==> src/core/supply_monitor_map.svh <==
// constants for the supply monitor: register fields, reset values, timing counts
// assumes a 10 MHz system clock; comparator levels arrive as digital inputs
// Contract
// fault pin low, stages off outside window
// internal faults force stages off regardless pin
// pin-driven channel eight only 3.5V shutdown
// undervoltage recovery releases pin after filter
// overvoltage recovery: filter, or clearing write
// bit 5 selects overvoltage latching, reset 1
// bit 7 zero selects threshold test mode
// bit 6 picks lower or upper test
// bit 2 reflects fault pin level
// bit 1 low means undervoltage present
// bit 0 low means overvoltage or stored
// upper bits 000 lower overvoltage threshold
// upper bits 010 raise undervoltage threshold
// upper bits 110 end test mode
// latched clear only after overvoltage gone
// monitoring leaves other registers untouched
// supply shutdown makes no diagnostic entry
// controller clears diagnostics after overvoltage
// diagnostic filter restarts on ground-threshold crossing
// clear command: ground/open to ok, battery stays
// switching starts at select or sync rising edge
// paralleled stages switched together by controller
// stored overvoltage survives external reset pin
// stages resume 250 us after supply returns
// recovery filter time is a parameter
`ifndef SUPPLY_MONITOR_MAP_SVH
`define SUPPLY_MONITOR_MAP_SVH
`define SM_BIT_TEST_N      7
`define SM_BIT_TEST_LOWER  6
`define SM_BIT_OV_LATCH    5
`define SM_BIT_PIN_LEVEL   2
`define SM_BIT_NO_UV       1
`define SM_BIT_NO_OV       0
`define SM_CFG_RESET       3'h7
`define SM_CFG_CLEAR       3'h6
`define SM_STATUS_RESET    8'hE0
`define SM_CLK_HZ          10000000
`define SM_RESUME_US       250
`define SM_RESUME_CYC      (`SM_RESUME_US * (`SM_CLK_HZ / 1000000))
`define SM_FILTER_CYC      16
`define SM_DIAG_FILTER_CYC 32
`endif

==> src/core/supply_monitor_pkg.sv <==
// types for the supply monitor
// assumes the map header for numeric constants
package supply_monitor_pkg;
   typedef struct packed {
      logic test_n;     // 0 = threshold test
      logic test_lower; // 1 = lower threshold under test
      logic ov_latch;   // 1 = latch overvoltage
   } cfg_t;
   typedef enum logic [2:0] {
      DG_OK  = 3'h1,
      DG_SCG = 3'h2,
      DG_OL  = 3'h4
   } diag_t;
endpackage : supply_monitor_pkg

==> src/core/supply_monitor_shutdown.sv <==
// supply monitor: fault pin, stage shutdown, status/config register, diag state
// assumes comparator outputs and serial decoding arrive synchronous to clk_in
`timescale 1ns/1ps
`include "supply_monitor_map.svh"
module supply_monitor_shutdown #(
   parameter int FILTER_CYC = `SM_FILTER_CYC,   // recovery filter length
   parameter int RESUME_CYC = `SM_RESUME_CYC,   // stage resume delay
   parameter int DIAG_CYC   = `SM_DIAG_FILTER_CYC,
   parameter int NCH        = 18
) (
   input  wire logic            clk_in,            // 10 MHz clock
   input  wire logic            nrst_in,           // async active-low reset
   input  wire logic            ext_rst_n_in,      // external reset pin, active low
   input  wire logic            uv_cmp_in,         // below lower limit
   input  wire logic            uv_test_cmp_in,    // below lower limit raised by 0.8V
   input  wire logic            ov_cmp_in,         // above upper limit
   input  wire logic            ov_test_cmp_in,    // above upper limit lowered by 0.8V
   input  wire logic            ch8_cut_cmp_in,    // below 3.5V
   input  wire logic            ch8_pin_ctrl_in,   // channel eight under pin control
   input  wire logic            fault_pin_in,      // sensed fault pin level
   input  wire logic            cfg_wr_in,         // status register write strobe
   input  wire logic [7:0]      cfg_wdata_in,      // written byte
   input  wire logic            diag_clear_in,     // diagnostic clear command
   input  wire logic [NCH-1:0]  scg_cross_in,      // output crossed ground threshold
   input  wire logic [NCH-1:0]  scg_level_in,      // output below ground threshold
   input  wire logic [NCH-1:0]  open_level_in,     // output at open-load level
   input  wire logic            spi_sel_in,        // serial slave select
   input  wire logic            sync_in,           // fast-bus sync input
   output logic                 fault_pin_o_out,   // fault pin driven value (low)
   output logic                 fault_pin_oe_out,  // fault pin driven
   output logic                 stages_off_out,    // all stages except eight off
   output logic                 ch8_off_out,       // channel eight off
   output logic [7:0]           status_out,        // register read value
   output logic [NCH-1:0]       diag_fault_out,    // per-channel diag fault
   output logic                 switch_start_out   // switching timing start pulse
);
   logic r1_q, rst_n;
   // release reset through two flops
   always_ff @(posedge clk_in or negedge nrst_in) begin
      if (!nrst_in) begin
         r1_q  <= 1'b0;
         rst_n <= 1'b0;
      end else begin
         r1_q  <= 1'b1;
         rst_n <= r1_q;
      end
   end

   supply_monitor_pkg::cfg_t cfg_q;
   logic uv_now, ov_now, ov_stored_q, fault_q;
   logic [15:0] filt_q, resume_q;
   logic sel_q, sync_q;

   // configuration bits; changed only by a status write, never by monitoring
   always_ff @(posedge clk_in or negedge rst_n) begin
      if (!rst_n) cfg_q <= `SM_CFG_RESET;
      else if (cfg_wr_in) cfg_q <= cfg_wdata_in[7:5];
   end

   // test mode shifts the threshold in use
   assign uv_now = uv_cmp_in
                 | (!cfg_q.test_n && cfg_q.test_lower && uv_test_cmp_in);
   assign ov_now = ov_cmp_in
                 | (!cfg_q.test_n && !cfg_q.test_lower && ov_test_cmp_in);

   // one decode of the clear code, shared by the latch and its check
   function automatic logic is_clear_code(input logic [2:0] top);
      return top == `SM_CFG_CLEAR;
   endfunction : is_clear_code

   // stored overvoltage: set dominates; ext reset pin not used here
   always_ff @(posedge clk_in or negedge rst_n) begin
      if (!rst_n) ov_stored_q <= 1'b0;
      else if (ov_now) ov_stored_q <= 1'b1;
      else if (!cfg_q.ov_latch) ov_stored_q <= 1'b0;
      else if (cfg_wr_in && is_clear_code(cfg_wdata_in[7:5])) ov_stored_q <= 1'b0;
   end

   // recovery filter; restarts while any fault stands
   always_ff @(posedge clk_in or negedge rst_n) begin
      if (!rst_n) begin
         filt_q  <= 16'h0000;
         fault_q <= 1'b1;
      end else if (uv_now || ov_now || (cfg_q.ov_latch && ov_stored_q)) begin
         filt_q  <= 16'h0000;
         fault_q <= 1'b1;
      end else if (fault_q) begin
         if (filt_q >= 16'(FILTER_CYC - 1)) fault_q <= 1'b0;
         else filt_q <= filt_q + 16'h0001;
      end
   end

   // pin drive and shutdown; internal fault overrides a high pin
   always_ff @(posedge clk_in or negedge rst_n) begin
      if (!rst_n) begin
         fault_pin_o_out  <= 1'b0;
         fault_pin_oe_out <= 1'b1;
         stages_off_out   <= 1'b1;
         resume_q         <= 16'h0000;
      end else begin
         fault_pin_o_out  <= 1'b0;
         fault_pin_oe_out <= fault_q;
         if (fault_q || !fault_pin_in) begin
            stages_off_out <= 1'b1;
            resume_q       <= 16'h0000;
         end else if (resume_q >= 16'(RESUME_CYC - 1)) stages_off_out <= 1'b0;
         else resume_q <= resume_q + 16'h0001;
      end
   end

   // channel eight: pin control only sees the 3.5V cut
   always_ff @(posedge clk_in or negedge rst_n) begin
      if (!rst_n) ch8_off_out <= 1'b1;
      else if (ch8_pin_ctrl_in) ch8_off_out <= ch8_cut_cmp_in;
      else ch8_off_out <= fault_q || !fault_pin_in;
   end

   // status readback
   always_ff @(posedge clk_in or negedge rst_n) begin
      if (!rst_n) status_out <= `SM_STATUS_RESET;
      else status_out <= {cfg_q, 2'b11, fault_pin_in, !uv_now, !(ov_now || ov_stored_q)};
   end

   // switching start at select or sync rising edge
   always_ff @(posedge clk_in or negedge rst_n) begin
      if (!rst_n) begin
         sel_q <= 1'b1; // select idles high; a low reset value would fake an edge
         sync_q <= 1'b0;
         switch_start_out <= 1'b0;
      end else begin
         sel_q <= spi_sel_in;
         sync_q <= sync_in;
         switch_start_out <= (spi_sel_in && !sel_q) || (sync_in && !sync_q);
      end
   end

   // per-channel diagnostic state; supply shutdown masks new entries
   genvar g;
   generate
      for (g = 0; g < NCH; g++) begin : g_diag
         supply_monitor_pkg::diag_t st_q;
         logic [7:0] dcnt_q;
         always_ff @(posedge clk_in or negedge rst_n) begin
            if (!rst_n) begin
               st_q   <= supply_monitor_pkg::DG_OK;
               dcnt_q <= 8'h00;
            end else if (diag_clear_in) begin
               st_q   <= supply_monitor_pkg::DG_OK;
               dcnt_q <= 8'h00;
            end else if (scg_cross_in[g] || stages_off_out) begin
               dcnt_q <= 8'h00;
            end else if (scg_level_in[g] || open_level_in[g]) begin
               if (dcnt_q >= 8'(DIAG_CYC - 1))
                  st_q <= scg_level_in[g] ? supply_monitor_pkg::DG_SCG
                                          : supply_monitor_pkg::DG_OL;
               else dcnt_q <= dcnt_q + 8'h01;
            end else dcnt_q <= 8'h00;
         end
         always_ff @(posedge clk_in or negedge rst_n) begin
            if (!rst_n) diag_fault_out[g] <= 1'b0;
            else diag_fault_out[g] <= (st_q != supply_monitor_pkg::DG_OK);
         end
         // shutdown holds the filter at zero and blocks any new entry
         a_diag_mask: assert property (@(posedge clk_in) disable iff (!rst_n)
            (stages_off_out && (st_q == supply_monitor_pkg::DG_OK))
            |=> (st_q == supply_monitor_pkg::DG_OK)) else $error("diag entry in shutdown");
      end
   endgenerate

   // checks
   // own counts of clean cycles, so timing checks do not lean on the design's counters
   logic [15:0] quiet_q, clean_q;

   // cycles since the last fault cause; saturates instead of wrapping
   always_ff @(posedge clk_in or negedge rst_n) begin
      if (!rst_n) begin
         quiet_q <= 16'h0000;
      end else if (uv_now || ov_now || (cfg_q.ov_latch && ov_stored_q)) begin
         quiet_q <= 16'h0000;
      end else if (quiet_q != 16'hFFFF) begin
         quiet_q <= quiet_q + 16'h0001;
      end
   end

   // cycles with the pin released and no internal fault
   always_ff @(posedge clk_in or negedge rst_n) begin
      if (!rst_n) begin
         clean_q <= 16'h0000;
      end else if (fault_q || !fault_pin_in) begin
         clean_q <= 16'h0000;
      end else if (clean_q != 16'hFFFF) begin
         clean_q <= clean_q + 16'h0001;
      end
   end

   // a fault cause must pull the pin within two cycles
   a_fault_drive: assert property (@(posedge clk_in) disable iff (!rst_n)
      (uv_now || ov_now) |=> ##1 fault_pin_oe_out) else $error("pin not pulled");

   // internal fault wins even over a pin held high
   a_stage_off: assert property (@(posedge clk_in) disable iff (!rst_n)
      fault_q |=> stages_off_out) else $error("stages on in fault");

   // an external low on the pin also stops the stages
   a_pin_low_off: assert property (@(posedge clk_in) disable iff (!rst_n)
      !fault_pin_in |=> stages_off_out) else $error("stages on with pin low");

   // channel eight under pin control ignores the normal window
   a_ch8_cut: assert property (@(posedge clk_in) disable iff (!rst_n)
      (ch8_pin_ctrl_in && !ch8_cut_cmp_in) |=> !ch8_off_out) else $error("ch8 cut");

   // but still drops below its own low cut
   a_ch8_cut_on: assert property (@(posedge clk_in) disable iff (!rst_n)
      (ch8_pin_ctrl_in && ch8_cut_cmp_in) |=> ch8_off_out) else $error("ch8 not cut");

   // latched overvoltage only leaves through a register write
   a_latch_hold: assert property (@(posedge clk_in) disable iff (!rst_n)
      (cfg_q.ov_latch && ov_stored_q && !(cfg_wr_in)) |=> ov_stored_q)
      else $error("latch lost");

   // with latching off the stored flag follows the live condition
   a_unlatch_free: assert property (@(posedge clk_in) disable iff (!rst_n)
      (!cfg_q.ov_latch && !ov_now) |=> !ov_stored_q) else $error("latch stuck");

   // external reset pin leaves the stored flag alone
   a_ext_keep: assert property (@(posedge clk_in) disable iff (!rst_n)
      (!ext_rst_n_in && cfg_q.ov_latch && ov_stored_q && !cfg_wr_in) |=> ov_stored_q)
      else $error("stored ov lost on ext reset");

   a_set_wins: assert property (@(posedge clk_in) disable iff (!rst_n)
      ov_now |=> ov_stored_q) else $error("set lost");

   // a clear that meets a live overvoltage is refused
   a_clear_blocked: assert property (@(posedge clk_in) disable iff (!rst_n)
      (ov_now && cfg_wr_in && is_clear_code(cfg_wdata_in[7:5])) |=> ov_stored_q)
      else $error("clear beat set");

   // written mode bits land in one cycle
   a_cfg_store: assert property (@(posedge clk_in) disable iff (!rst_n)
      cfg_wr_in |=> (3'(cfg_q) == $past(cfg_wdata_in[7:5]))) else $error("cfg not stored");

   // status bits against their sources
   a_status_ov: assert property (@(posedge clk_in) disable iff (!rst_n)
      ov_stored_q |=> !status_out[`SM_BIT_NO_OV]) else $error("ov bit");

   a_status_uv: assert property (@(posedge clk_in) disable iff (!rst_n)
      uv_now |=> !status_out[`SM_BIT_NO_UV]) else $error("uv bit");

   a_status_pin: assert property (@(posedge clk_in) disable iff (!rst_n)
      1'b1 |=> (status_out[`SM_BIT_PIN_LEVEL] == $past(fault_pin_in)))
      else $error("pin bit");

   // threshold tests show up in the status bits
   a_test_upper: assert property (@(posedge clk_in) disable iff (!rst_n)
      (!cfg_q.test_n && !cfg_q.test_lower && ov_test_cmp_in) |=> !status_out[`SM_BIT_NO_OV])
      else $error("upper test");

   a_test_lower: assert property (@(posedge clk_in) disable iff (!rst_n)
      (!cfg_q.test_n && cfg_q.test_lower && uv_test_cmp_in) |=> !status_out[`SM_BIT_NO_UV])
      else $error("lower test");

   // pin release only after a full clean filter span
   a_filter_time: assert property (@(posedge clk_in) disable iff (!rst_n)
      $fell(fault_q) |-> (quiet_q >= 16'(FILTER_CYC))) else $error("short filter");

   a_resume_gap: assert property (@(posedge clk_in) disable iff (!rst_n)
      $fell(stages_off_out) |-> $past(!fault_q, 2)) else $error("early resume");

   // stages return only after the whole resume delay
   a_resume_time: assert property (@(posedge clk_in) disable iff (!rst_n)
      $fell(stages_off_out) |-> (clean_q >= 16'(RESUME_CYC))) else $error("short resume");

   // a select rising edge starts the switching timing
   a_start_edge: assert property (@(posedge clk_in) disable iff (!rst_n)
      (spi_sel_in && !sel_q) |=> switch_start_out) else $error("no start pulse");

   a_diag_clear: assert property (@(posedge clk_in) disable iff (!rst_n)
      diag_clear_in |=> ##1 diag_fault_out == '0) else $error("clear");

   // main scenarios
   c_ov_event: cover property (@(posedge clk_in) disable iff (!rst_n) $rose(ov_stored_q));
   c_recover: cover property (@(posedge clk_in) disable iff (!rst_n) $fell(fault_q));
   c_test_mode: cover property (@(posedge clk_in) disable iff (!rst_n) !cfg_q.test_n);
   c_ov_clear: cover property (@(posedge clk_in) disable iff (!rst_n) $fell(ov_stored_q));
   c_diag_entry: cover property (@(posedge clk_in) disable iff (!rst_n) $rose(|diag_fault_out));
endmodule : supply_monitor_shutdown

==> config.mk <==
export PLATFORM = sky130hd
export DESIGN_NAME = supply_monitor_shutdown
export DESIGN_NICKNAME = d
export VERILOG_FILES = /design/src/core/supply_monitor_pkg.sv /design/src/core/supply_monitor_shutdown.sv
export VERILOG_INCLUDE_DIRS = /design/src /design/src/core
export SDC_FILE = /design/constraint.sdc
export NUM_CORES = 1
export LEC_CHECK = 0
export ABC_AREA = 0
export BUFFER_PORTS_ARGS = -buffer_cell sky130_fd_sc_hd__buf_2
export CAP_MARGIN = 20
export CORE_ASPECT_RATIO = 0.5
export CORE_MARGIN = 2
export CORE_UTILIZATION = 35
export CTS_CLUSTER_SIZE = 14
export DETAILED_ROUTE_END_ITERATION = 10
export HOLD_SLACK_MARGIN = 0.1
export REMOVE_ABC_BUFFERS = 1
export SLEW_MARGIN = 10
export SYNTH_ARGS = -nofsm -noshare
export SYNTH_HDL_FRONTEND = slang
export SYNTH_SLANG_ARGS = --single-unit
==> constraint.sdc <==
create_clock -name clk_in -period 24.5 [get_ports clk_in]
set_clock_uncertainty 0.1 [all_clocks]
set_input_delay 2.45 -clock clk_in [delete_from_list [all_inputs] [get_ports clk_in]]
set_output_delay 2.45 -clock clk_in [all_outputs]
set_load 0.02 [all_outputs]
==> results of run 1 <==
## cell type report
class,instances,area (um2)
clock buffer,41,798.3
clock inverter,7,37.54
fill,3072,18690
inverter,71,266.5
multi-input combinational,685,4259
sequential,268,6746
tap,432,540.5
timing repair buffer,107,544.3
## power by group
part	leakage [nW]	switching [W]	internal [W]
sequential	3.63	0.00000279	0.000446
clock	0.415	0.000162	0.000223
combinational	2.30	0.0000155	0.00000780
total	6.34	0.000181	0.000677
## worst min-delay path by stage
stage	startpoint	end
2_1_floorplan	r1_q	rst_n
3_3_place_gp	r1_q	rst_n
3_5_place_dp	r1_q	rst_n
4_1_cts	r1_q	rst_n
5_1_grt	r1_q	rst_n
6_report	r1_q	rst_n
## through the flow
step | instance area, um2 | util [%] | setup WS [ns] | power [W] | instances
floorplan | 11270 | - | 16.43 | 0.0004673 | 1024
global placement | 12350 | 38.72 | 20.20 | 0.0004804 | 1560
detailed placement | 12350 | 38.72 | 20.15 | 0.0004812 | 1560
CTS | 13180 | 41.34 | 20.69 | 0.0008739 | 1608
global route | 13190 | 41.38 | 20.34 | 0.0008926 | 1611
finish | 13190 | 41.38 | 20.73 | 0.0008575 | 1611
## cells by family (layout without fill, tap and decap cells)
kind of cell / after synthesis / in the layout
mux: 48 / 48
xor+xnor: 54 / 54
simple gates: 429 / 429
fa+ha+maj: 20 / 20
compound gates: 131 / 131
other cells: 2 / 3
buf+inv: 106 / 226
flops: 268 / 268
## layer usage
metal	track usage [%]	vias up	part of all wire [%]
li1	-	3825	-
met1	15.22	3848	44
met2	23.35	57	52
met3	2.855	22	3.2
met4	2.395	2	1.1
met5	0	-	0.062
## sequential cells by signal, summed over array words and instances, names as in the netlist
name	count
stages_off_out	1
filt_q	16
rst_n	1
ov_stored_q	1
fault_pin_oe_out	1
fault_q	1
r1_q	1
resume_q	16
sel_q	1
ch8_off_out	1
g_diag.st_q	54
g_diag.dcnt_q	144
status_out	7
sync_q	1
switch_start_out	1
diag_fault_out	18
cfg_q	3
## cells in the final DEF (no fill, tap or decap), types with 28 or more instances in the layout
cell and n:
sky130_fd_sc_hd__nand2_1 32, sky130_fd_sc_hd__a21oi_1 31, sky130_fd_sc_hd__mux2i_1 45, sky130_fd_sc_hd__dfrtp_1 238, sky130_fd_sc_hd__xor2_1 43, sky130_fd_sc_hd__nand3_1 53
sky130_fd_sc_hd__inv_1 71, sky130_fd_sc_hd__and3_1 28, sky130_fd_sc_hd__nor2_1 175, sky130_fd_sc_hd__dfstp_2 29, sky130_fd_sc_hd__o21bai_1 31, sky130_fd_sc_hd__buf_2 99
sky130_fd_sc_hd__and2_1 31
## worst register-to-register path, stage by stage (launching register included)
cell                      delay (ns)
sky130_fd_sc_hd__dfrtp_4        0.92
sky130_fd_sc_hd__buf_4          0.85
sky130_fd_sc_hd__buf_4          0.89
sky130_fd_sc_hd__buf_4          0.80
==> metrics.md, run 1 <==
| Metric | Value |
|---|---|
| Status | finished, final reports clean |
| Detailed-router iteration count before antenna repair | 4 |
| H-Tree Depth | 1 |
| Number of warnings reported in the yosys synthesis log | 0 |
| Vias in the first global route | just over 8000 |
| Area fraction in and, or, nand and nor cells after synthesis | 18.56% |
| Total buffers and inverters traversed by the critical path | 1 |
| Die Ht | around 130 um |
| Vias per inst | 4.813 |
| Clock tree from TritonCTS | yes |
| Count of buffers from port buffering | 99 |
| Placeable Area | around 32000 um2 |
| Cell count after synthesis | about 1100 |
| Largest stage delay on the critical path | approximately 0.54 ns |
| Detailed Route WL | 20990 um |
| Power density of the placed cells | ~65 nW/um2 |
| Final hold violations | 0 |
| Final worst path period share | around 15% |
| Leading cell types by total area after synthesis | sky130_fd_sc_hd__dfrtp_1, sky130_fd_sc_hd__dfstp_2, sky130_fd_sc_hd__nor2_1 |
| Class of the worst hold path | reg -> reg |
| Worst hold margin | around 0.26 ns |
| Iteration-0 DRC count of the detailed router | 355 |
| Number of pins exceeding their max-slew limit in the final report | 0 |
| Post-CTS sizing | 0 |
| Maximum operating frequency | ~260 MHz |
| Maximum count of clock buffers along a single path | 3 |
| Max-cap violations | 0 |
| Overall via count from detail_route | slightly below 8000 |
| Endpoint of the worst register-to-register path | g_diag[6].dcnt_q[1] |
| Critical Path Slowest Stage Cell | sky130_fd_sc_hd__dfstp_2 |
| Worst setup path startpoint | stages_off_out |
| Post-CTS Hold Buffers | 0 |
| Arrival time at the worst endpoint | ~1.2 ns |
| Number of core rows | 46 |
| Num CTS Buffers | 26 |
| Number of antenna violations at the first check in global routing | 1 |
| Proportion of synthesized flip-flops having asynchronous set or reset | 100.0% |
| Detail Route Antenna Nets | 0 |
| Post-synthesis share of cell area spent on xor and xnor gates | 4.145% |
| Portion of the post-synthesis area used by sequential elements | 59.09% |
| Peak VDD IR | roughly 0.00004 V |
| Area fraction in compound gates after synthesis | between 8 and 9% |
| Most frequently used cell type in the post-synthesis netlist | sky130_fd_sc_hd__dfrtp_1 |
| Cell area after synthesis | 11410 um2 |
| Normalized max-slew margin | 29.71% |
| Remaining Overflow, GRT | 0 |
| Commonest cells in the netlist | sky130_fd_sc_hd__dfrtp_1, sky130_fd_sc_hd__nor2_1, sky130_fd_sc_hd__inv_1 |
| Starting density of the core | roughly 36% |
| Number of placed I/O pins | about 110 |
| Post-CTS clock slew at the launch and capture registers of the worst setup and hold paths | about 0.06 ns |
| Dominant combinational cell family by area after synthesis | simple AND/OR/NAND/NOR gates |
| Cell Chain, Critical Path | buf_2 |
| Crit path to | stages_off_out |
| Synth Area in Adders | 2.193% |
| Maximum number of pins on one net before global-route repair | between 70 and 80 |
| Half-perimeter wire length after detailed placement | ~14000 um |
| Global-route wire length before repair | around 37000 um |
| Number of setup buffers added after CTS | 0 |
| Worst setup path class | reg -> out |
| Critical path launch point type | register |
| Number of cells traversed by the worst hold path | 0 |
| Synth Register Bits | between 200 and 300 |
| Slew of the pin with the lowest slew margin | around 1 ns |
| Final weighted congestion in routability-driven placement | slightly below 0.8 |
| Worst reg-to-reg setup slack | between 20 and 25 ns |
| Die area | about 34000 um2 |
| Area fraction of the dominant cell type after synthesis | between 50% and 60% |
| Synthesis-to-layout area growth | 15.61% |
| Maximum fanout along the worst path | 2 |
| Post-synthesis average cell area | between 10 and 15 um2 |
| Worst r2r path cells | 3 |
| Number of nets in the final layout | between 1000 and 1500 |
| Share of final-layout standard cells stronger than drive strength 1 | between 10% and 20% |
| Worst path depth | 1 |
| Minimum clock period after layout | around 3.8 ns |
| Overall track demand over capacity in global routing | 12.70% |
| Reg2reg start | rst_n |
| Total negative slack | 0 ns |
| Number of enable-type register cells in the synthesized netlist | 0 |
| Remaining design rule violation count | 0 |
| Total clock sinks | between 200 and 300 |
| Antenna Diode Count | 0 |
| Setup repair after global routing missed its margin | no |
| Count of unique library cells instantiated by Yosys | 45 |
| Clk root buf | sky130_fd_sc_hd__clkbuf_16 |
| Top_reg_cell synth | sky130_fd_sc_hd__dfrtp_1 |
| Clock latency reported for the late side of the worst-skew pair | roughly 0.52 ns |
| Share of synthesized area spent on multiplexers | roughly 4.2% |
| CP delay by family, top | flip-flops |
| Cell taking the most area after synthesis | sky130_fd_sc_hd__dfrtp_1 |
| Wire length per cell | around 13 um |
| Data required time at the worst endpoint | 21.95 ns |
| Overall die width | 259.4 um |
| Pleak | approximately 6.3 nW |
| Crit end category | output pin |
| Endpoints failing setup | 0 |
Note: power is estimated with default switching activity, not from simulation.
==> run 2, diff against run 1 <==
- clock period: 24.5 -> 3.5 ns (I/O delays scaled with it)
==> run 2 against run 1 <==
Against the previous run: global-route usage is 0.20 points higher; combinational power increased to 9.0 times the previous value; final cell count rose by 2.5%; critical path depth up 4; setup slack worse by 20 ns; sequential cell count unchanged; total power increased to 7.1 times the previous value; sequential power rose to 7.0 times the previous value; largest cell class unchanged; largest power group unchanged; highest routed layer is now met4.
==> metrics.md, run 2 (same netlist as run 1, synthesis figures left out) <==
| Metric | Value |
|---|---|
| Status | finished, final reports clean |
| Sequential cell fraction of total power | 51.3% (-1.0 points) |
| Global Route met2 Usage | 23.42% (+0.074 points) |
| Post-CTS sizing | 0 (unchanged) |
| Iteration-0 DRC count of the detailed router | 381 (+7.3%) |
| Die area | 34150 um2 (unchanged) |
| Clk root buf | sky130_fd_sc_hd__clkbuf_16 |
| Die Ht | 131.7 um (unchanged) |
| Placeable Area | 31890 um2 (unchanged) |
| Wire length per cell | 13.04 um (+0.13%) |
| Number of antenna violations at the first check in global routing | 0 (-1) |
| Normalized max-slew margin | 27.51% (-2.2 points) |
| Number of pins exceeding their max-slew limit in the final report | 0 (unchanged) |
| Detail Route Antenna Nets | 0 (unchanged) |
| Slew of the pin with the lowest slew margin | 1.060 ns (+0.03216 ns) |
| H-Tree Depth | 1 (unchanged) |
| Setup repair after global routing missed its margin | no |
| Met1 capacity usage during global routing | 15.64% (+0.42 points) |
| Peak VDD IR | 0.0003447 V (+770%) |
| Maximum operating frequency | 418.9 MHz |
| Vias per inst | 4.861 (+1.0%) |
| Synthesis-to-layout area growth | 19.69% |
| Switching fraction of total power | 21.35% (+0.29 points) |
| Commonest cells after routing, fill and taps aside | sky130_fd_sc_hd__dfrtp_1, sky130_fd_sc_hd__nor2_1, sky130_fd_sc_hd__buf_2, sky130_fd_sc_hd__inv_1, sky130_fd_sc_hd__nand3_1 |
| Count of buffers from port buffering | 99 (unchanged) |
| Global Route met3 Usage | 2.662% (-0.19 points) |
| Overall via count from detail_route | 8026 (+3.5%) |
| Number of core rows | 46 (unchanged) |
| Most common cell after layout, fill and taps aside | sky130_fd_sc_hd__dfrtp_1 |
| Vias in the first global route | 8247 (+2.3%) |
| Final hold violations | 0 (unchanged) |
| Number of nets in the final layout | 1295 (+3.2%) |
| Top reg by flops | g_diag.dcnt_q |
| Power density of the placed cells | 448.0 nW/um2 (+590%) |
| Worst setup path class | reg -> reg |
| Maximum number of pins on one net before global-route repair | 79 (+3.9%) |
| Remaining design rule violation count | 0 (unchanged) |
| Maximum count of clock buffers along a single path | 3 (unchanged) |
| Number of fill cells | 3021 (-1.7%) |
| Remaining Overflow, GRT | 0 (unchanged) |
| Clock tree from TritonCTS | yes |
| Num CTS Buffers | 26 (unchanged) |
| Largest regs | g_diag.dcnt_q (144), g_diag.st_q (54), diag_fault_out (18) |
| Cell Chain, Critical Path | ha_1 > nand4_1 > a2111oi_0 > mux2i_1 > nor2_1 |
| Minimum clock period after layout | roughly 2.4 ns |
| Flip-flop count of the largest register after layout | 144 (unchanged) |
| Class of the worst hold path | in -> reg |
| Total clock sinks | 268 (unchanged) |
| Total negative slack | 0 ns (unchanged) |
| Starting density of the core | 35.79% (unchanged) |
| Final worst path period share | 68.20% |
| Critical path launch point type | register |
| Part of the total power dissipated in the clock network | 45.3% (+0.3 points) |
| Global-route wire length before repair | 37600 um (+2.0%) |
| Data required time at the worst endpoint | 3.81 ns (-18.14 ns) |
| Overall die width | 259.4 um (unchanged) |
| Internal portion of total power | 0.004812 W (+610%) |
| Pleak | 6.520 nW (+2.9%) |
| Share of final-layout standard cells stronger than drive strength 1 | 16.00% (-0.46 points) |
| Maximum fanout along the worst path | 5 (+3) |
| Crit end category | register |
| Net Sw Power | 0.001307 W (+620%) |
| Detailed Route WL | 21540 um (+2.6%) |
| Post-route standard cell area excluding fillers | 13660 um2 (+3.5%) |
| Endpoints failing setup | 0 (unchanged) |
| Number of placed I/O pins | 107 (unchanged) |
| Arrival time at the worst endpoint | 2.70 ns (+1.48 ns) |
| Placed standard-cell area | 12400 um2 (+0.43%) |
| Overall track demand over capacity in global routing | 12.91% (+0.20 points) |
| Clock latency reported for the late side of the worst-skew pair | 0.54 ns (+0.02 ns) |
| Most heavily used metal layer in global routing | met2 |
| Antenna Diode Count | 0 (unchanged) |
| Half-perimeter wire length after detailed placement | 14490 um (+2.3%) |
| Comb pwr share | 3.4% (+0.7 points) |
| Final weighted congestion in routability-driven placement | 0.7864 (-0.77%) |
| Critical Path Slowest Stage Cell | sky130_fd_sc_hd__a2111oi_0 |
| Max-cap violations | 0 (unchanged) |
| Largest stage delay on the critical path | 0.99 ns (+0.45 ns) |
| Detailed-router iteration count before antenna repair | 4 (unchanged) |
| Post-CTS clock slew at the launch and capture registers of the worst setup and hold paths | 0.07 ns (about the same) |
[run 2: layout make-up]
class / instances / area (um2) / area share, %
clock buffer: 41 / 777.0 / 5.689
multi-input combinational: 685 / 4262 / 31.20
inverter: 71 / 266.5 / 1.951
clock inverter: 7 / 76.32 / 0.5588
sequential: 268 / 6746 / 49.40
tap: 432 / 540.5 / 3.957
timing repair buffer: 147 / 989.7 / 7.246
[run 2: power by group through the flow]
stage,Combinational (W),Clock [W],Sequential (W)
5_1_grt,0.000238,0.00299,0.00314
4_1_cts,0.000217,0.00287,0.00314
3_3_place_gp,0.000176,0,0.00319
6_report,0.000210,0.00277,0.00314
2_1_floorplan,0.0000334,0,0.00324
3_5_place_dp,0.000181,0,0.00320
[run 2: worst max-delay path, delay by kind of cell (launching register included)]
family / cells / cell delay (ns)
AND/OR/NAND/NOR: 2 / 0.26
AO/OA/AOI/OAI: 1 / 0.99
adder cells (fa/ha/maj): 1 / 0.23
multiplexers: 1 / 0.28
flip-flops: 1 / 0.40
[run 2: worst paths after layout]
path	startpoint	end	slack, ns	cells after the start
setup / recovery	g_diag[1].dcnt_q[1]	g_diag[1].st_q[1]	1.11	5
hold / removal	scg_cross_in[5]	g_diag[5].st_q[1]	0.12	4
setup reg to reg	g_diag[1].dcnt_q[1]	g_diag[1].st_q[1]	1.11	5
hold reg to reg	r1_q	rst_n	0.25	0
max in group asynchronous	rst_n	g_diag[0].st_q[0]	2.16	1
min in group asynchronous	rst_n	g_diag[8].dcnt_q[0]	0.26	0
[run 2: timing repair]
| action | 4_1_cts | 5_1_grt |
|---|---|---|
| hold buffers | 39 | 1 |
| setup endpoints to repair | 0 | 0 |
| buffers inserted | 0 | 0 |
| hold endpoints to repair | 57 | 1 |
[run 2: per-stage QoR]
step	hold slack (ns)	utilization, %	std cells	total power, W	setup slack (ns)
6_report	0.1241	42.83	1651	0.006119	1.113
5_1_grt	0.1274	42.83	1651	0.006364	0.9319
4_1_cts	0.1039	42.78	1649	0.006222	1.078
3_5_place_dp	0.03590	38.88	1562	0.003376	1.111
3_3_place_gp	0.03432	38.88	1562	0.003370	1.202
2_1_floorplan	-0.04559	-	1024	0.003271	-4.571
[run 2: metal layers]
layer	vias up	part of all wire, %	routed length [um]
met2	79	51	10970
met1	3990	44	9580
met5	-	0	0
met3	36	2.8	604
met4	0	1.8	382
li1	3921	-	-
==> run 3, diff against run 2 <==
- clock period: 3.5 -> 2.25 ns (I/O delays scaled with it)
==> run 3 against run 2 <==
Against the previous run: worst hold slack worse by 0.014 ns; highest routed layer unchanged; first-iteration DRC count is 13% higher; core utilization grew 0.72 points; clock power grew 48%; non-clock buffer count increased by 28; routed wire length increased by 0.46%; critical endpoint is now resume_q[4]; fmax is 12% higher; combinational power up 68%; setup slack lost 0.99 ns; register-to-register slack got worse by 0.99 ns; final cell count increased by 1.7%; largest power group unchanged.
==> metrics.md, run 3 (same netlist as run 1, synthesis figures left out) <==
| Metric | Value |
|---|---|
| Final weighted congestion in routability-driven placement | 0.7662 (-2.6%) |
| Global-route wire length before repair | 37680 um (+0.22%) |
| Die Ht | 131.7 um (unchanged) |
| Class of the worst hold path | in -> reg |
| Setup repair after global routing missed its margin | no |
| Detailed Route WL | 21640 um (+0.46%) |
| Most heavily used metal layer in global routing | met2 |
| Number of placed I/O pins | 107 (unchanged) |
| Remaining design rule violation count | 0 (unchanged) |
| Status | finished, final reports clean |
| Number of pins exceeding their max-slew limit in the final report | 0 (unchanged) |
| Reg2reg start | resume_q[5] |
| Antenna Diode Count | 0 (unchanged) |
| Die area | 34150 um2 (unchanged) |
| Hold Path End | g_diag[12].st_q[0] |
| Global Route met2 Usage | 23.36% (-0.059 points) |
| Flip-flop count of the largest register after layout | 144 (unchanged) |
| Global Route met3 Usage | 2.045% (-0.62 points) |
| Clock tree from TritonCTS | yes |
| Most common cell after layout, fill and taps aside | sky130_fd_sc_hd__dfrtp_1 |
| Crit end category | register |
| Number of cells traversed by the worst hold path | 4 (unchanged) |
| Hold_sp | scg_cross_in[12] |
| Maximum count of clock buffers along a single path | 3 (unchanged) |
| Number of antenna violations at the first check in global routing | 1 (+1) |
| Maximum operating frequency | 470.6 MHz (+12%) |
| Placed standard-cell area | 12560 um2 (+1.3%) |
| Worst hold margin | 0.1096 ns (-0.01448 ns) |
| Total clock sinks | 268 (unchanged) |
| Peak VDD IR | 0.0003674 V (+6.6%) |
| Final worst path period share | 94.45% (+26 points) |
| Arrival time at the worst endpoint | 2.48 ns (-0.22 ns) |
| Met1 capacity usage during global routing | 16.11% (+0.47 points) |
| Maximum number of pins on one net before global-route repair | 59 (-25%) |
| Commonest cells after routing, fill and taps aside | sky130_fd_sc_hd__dfrtp_1, sky130_fd_sc_hd__nor2_1, sky130_fd_sc_hd__buf_2, sky130_fd_sc_hd__inv_1, sky130_fd_sc_hd__nand3_1 |
| Clock latency reported for the late side of the worst-skew pair | 0.53 ns (about the same) |
| Endpoints failing setup | 0 (unchanged) |
| Starting density of the core | 35.79% (unchanged) |
| Minimum clock period after layout | 2.125 ns (-0.2621 ns) |
| Number of core rows | 46 (unchanged) |
| Clk root buf | sky130_fd_sc_hd__clkbuf_16 |
| Critical path launch point type | register |
| Detailed-router iteration count before antenna repair | 5 (+1) |
| Final hold violations | 0 (unchanged) |
| Max-cap violations | 0 (unchanged) |
| Post-CTS clock slew at the launch and capture registers of the worst setup and hold paths | 0.06 ns (about the same) |
| Post-route standard cell area excluding fillers | 13890 um2 (+1.7%) |
| Detail Route Antenna Nets | 0 (unchanged) |
| Remaining Overflow, GRT | 0 (unchanged) |
| Overall die width | 259.4 um (unchanged) |
| Wire length per cell | 12.89 um (-1.2%) |
| Iteration-0 DRC count of the detailed router | 430 (+13%) |
| Number of nets in the final layout | 1323 (+2.2%) |
| Overall track demand over capacity in global routing | 12.87% (-0.040 points) |
| Maximum fanout along the worst path | 18 (+13) |
| Num CTS Buffers | 26 (unchanged) |
| Worst setup timing slack at the placement stage | 0.02442 ns (-1.087 ns) |
| Placeable Area | 31890 um2 (unchanged) |
| Top reg by flops | g_diag.dcnt_q |
| Overall via count from detail_route | 8054 (+0.35%) |
| Largest regs | g_diag.dcnt_q (144), g_diag.st_q (54), diag_fault_out (18) |
| Worst reg-to-reg setup slack | 0.12 ns (-0.99 ns) |
| Minimum setup slack in the final design | 0.1250 ns (-0.9879 ns) |
| Vias per inst | 4.797 (-1.3%) |
| Worst r2r path cells | 4 (-1) |
| Slew of the pin with the lowest slew margin | 0.6654 ns (-0.3946 ns) |
| Half-perimeter wire length after detailed placement | 14590 um (+0.74%) |
| H-Tree Depth | 1 (unchanged) |
| Synthesis-to-layout area growth | 21.71% |
| Power density of the placed cells | 672.5 nW/um2 (+50%) |
| Number of fill cells | 3007 (-0.46%) |
| Worst setup path class | reg -> reg |
| Data required time at the worst endpoint | 2.60 ns (-1.21 ns) |
| Endpoint of the worst register-to-register path | resume_q[4] |
| Vias in the first global route | 8295 (+0.58%) |
| Pleak | 6.634 nW (+1.7%) |
| Count of buffers from port buffering | 99 (unchanged) |
| Normalized max-slew margin | 55.30% (+28 points) |
| Share of final-layout standard cells stronger than drive strength 1 | 16.60% (+0.60 points) |
run 3: worst max-delay path by stage:
stage | endpoint | from | slack [ns]
finish | resume_q[4] | resume_q[5] | 0.12
global route | resume_q[4] | resume_q[4] | 0.05
CTS | resume_q[4] | resume_q[4] | 0.02
detailed placement | resume_q[4] | resume_q[5] | 0.02
global placement | resume_q[10] | resume_q[5] | 0.06
floorplan | diag_fault_out[0] | rst_n | -5.82
run 3: layer usage:
layer,part of all wire (%),wire length (um),vias up
met5,0,0,-
li1,-,-,3956
met2,51,10940,74
met3,2.7,586,23
met4,1.5,316,0
met1,45,9796,4001
run 3: timing repair:
item                                   in CTS  in global routing
gates resized for setup                     0                  2
setup endpoints to repair                   0                  7
setup buffers                               0                  0
hold buffers                               52                  0
endpoints found under the hold margin     161                  0
run 3: stage by stage:
| stage | power (W) | setup TNS (ns) | std cells | util (%) |
|---|---|---|---|---|
| global placement | 0.005249 | 0 | 1579 | 39.40 |
| floorplan | 0.005088 | -1484.87 | 1024 | - |
| CTS | 0.009497 | 0 | 1679 | 43.53 |
| global route | 0.009736 | 0 | 1679 | 43.56 |
| detailed placement | 0.005257 | 0 | 1579 | 39.40 |
| finish | 0.009339 | 0 | 1679 | 43.56 |
run 3: report_power, final:
part | switching (W) | leakage [nW] | internal [W]
clock network | 0.00177 | 0.388 | 0.00234
logic | 0.000193 | 2.62 | 0.000161
registers | 0.0000240 | 3.63 | 0.00486
run 3: critical path, cell delays in order, from the launching register on:
cell and delay (ns):
sky130_fd_sc_hd__dfrtp_1 0.37, sky130_fd_sc_hd__or4_1 0.56, sky130_fd_sc_hd__o211a_4 0.33, sky130_fd_sc_hd__or4_1 0.52, sky130_fd_sc_hd__a21oi_1 0.17
run 3: final cells by class:
cell class,count,area [um2],area share [%]
flip-flops and latches,268,6746,48.58
multi-input cells,685,4267,30.72
repair buffers,175,1271,9.153
clock buffers,42,730.7,5.261
well taps,432,540.5,3.892
inverters,71,266.5,1.919
clock inverters,6,66.31,0.4775
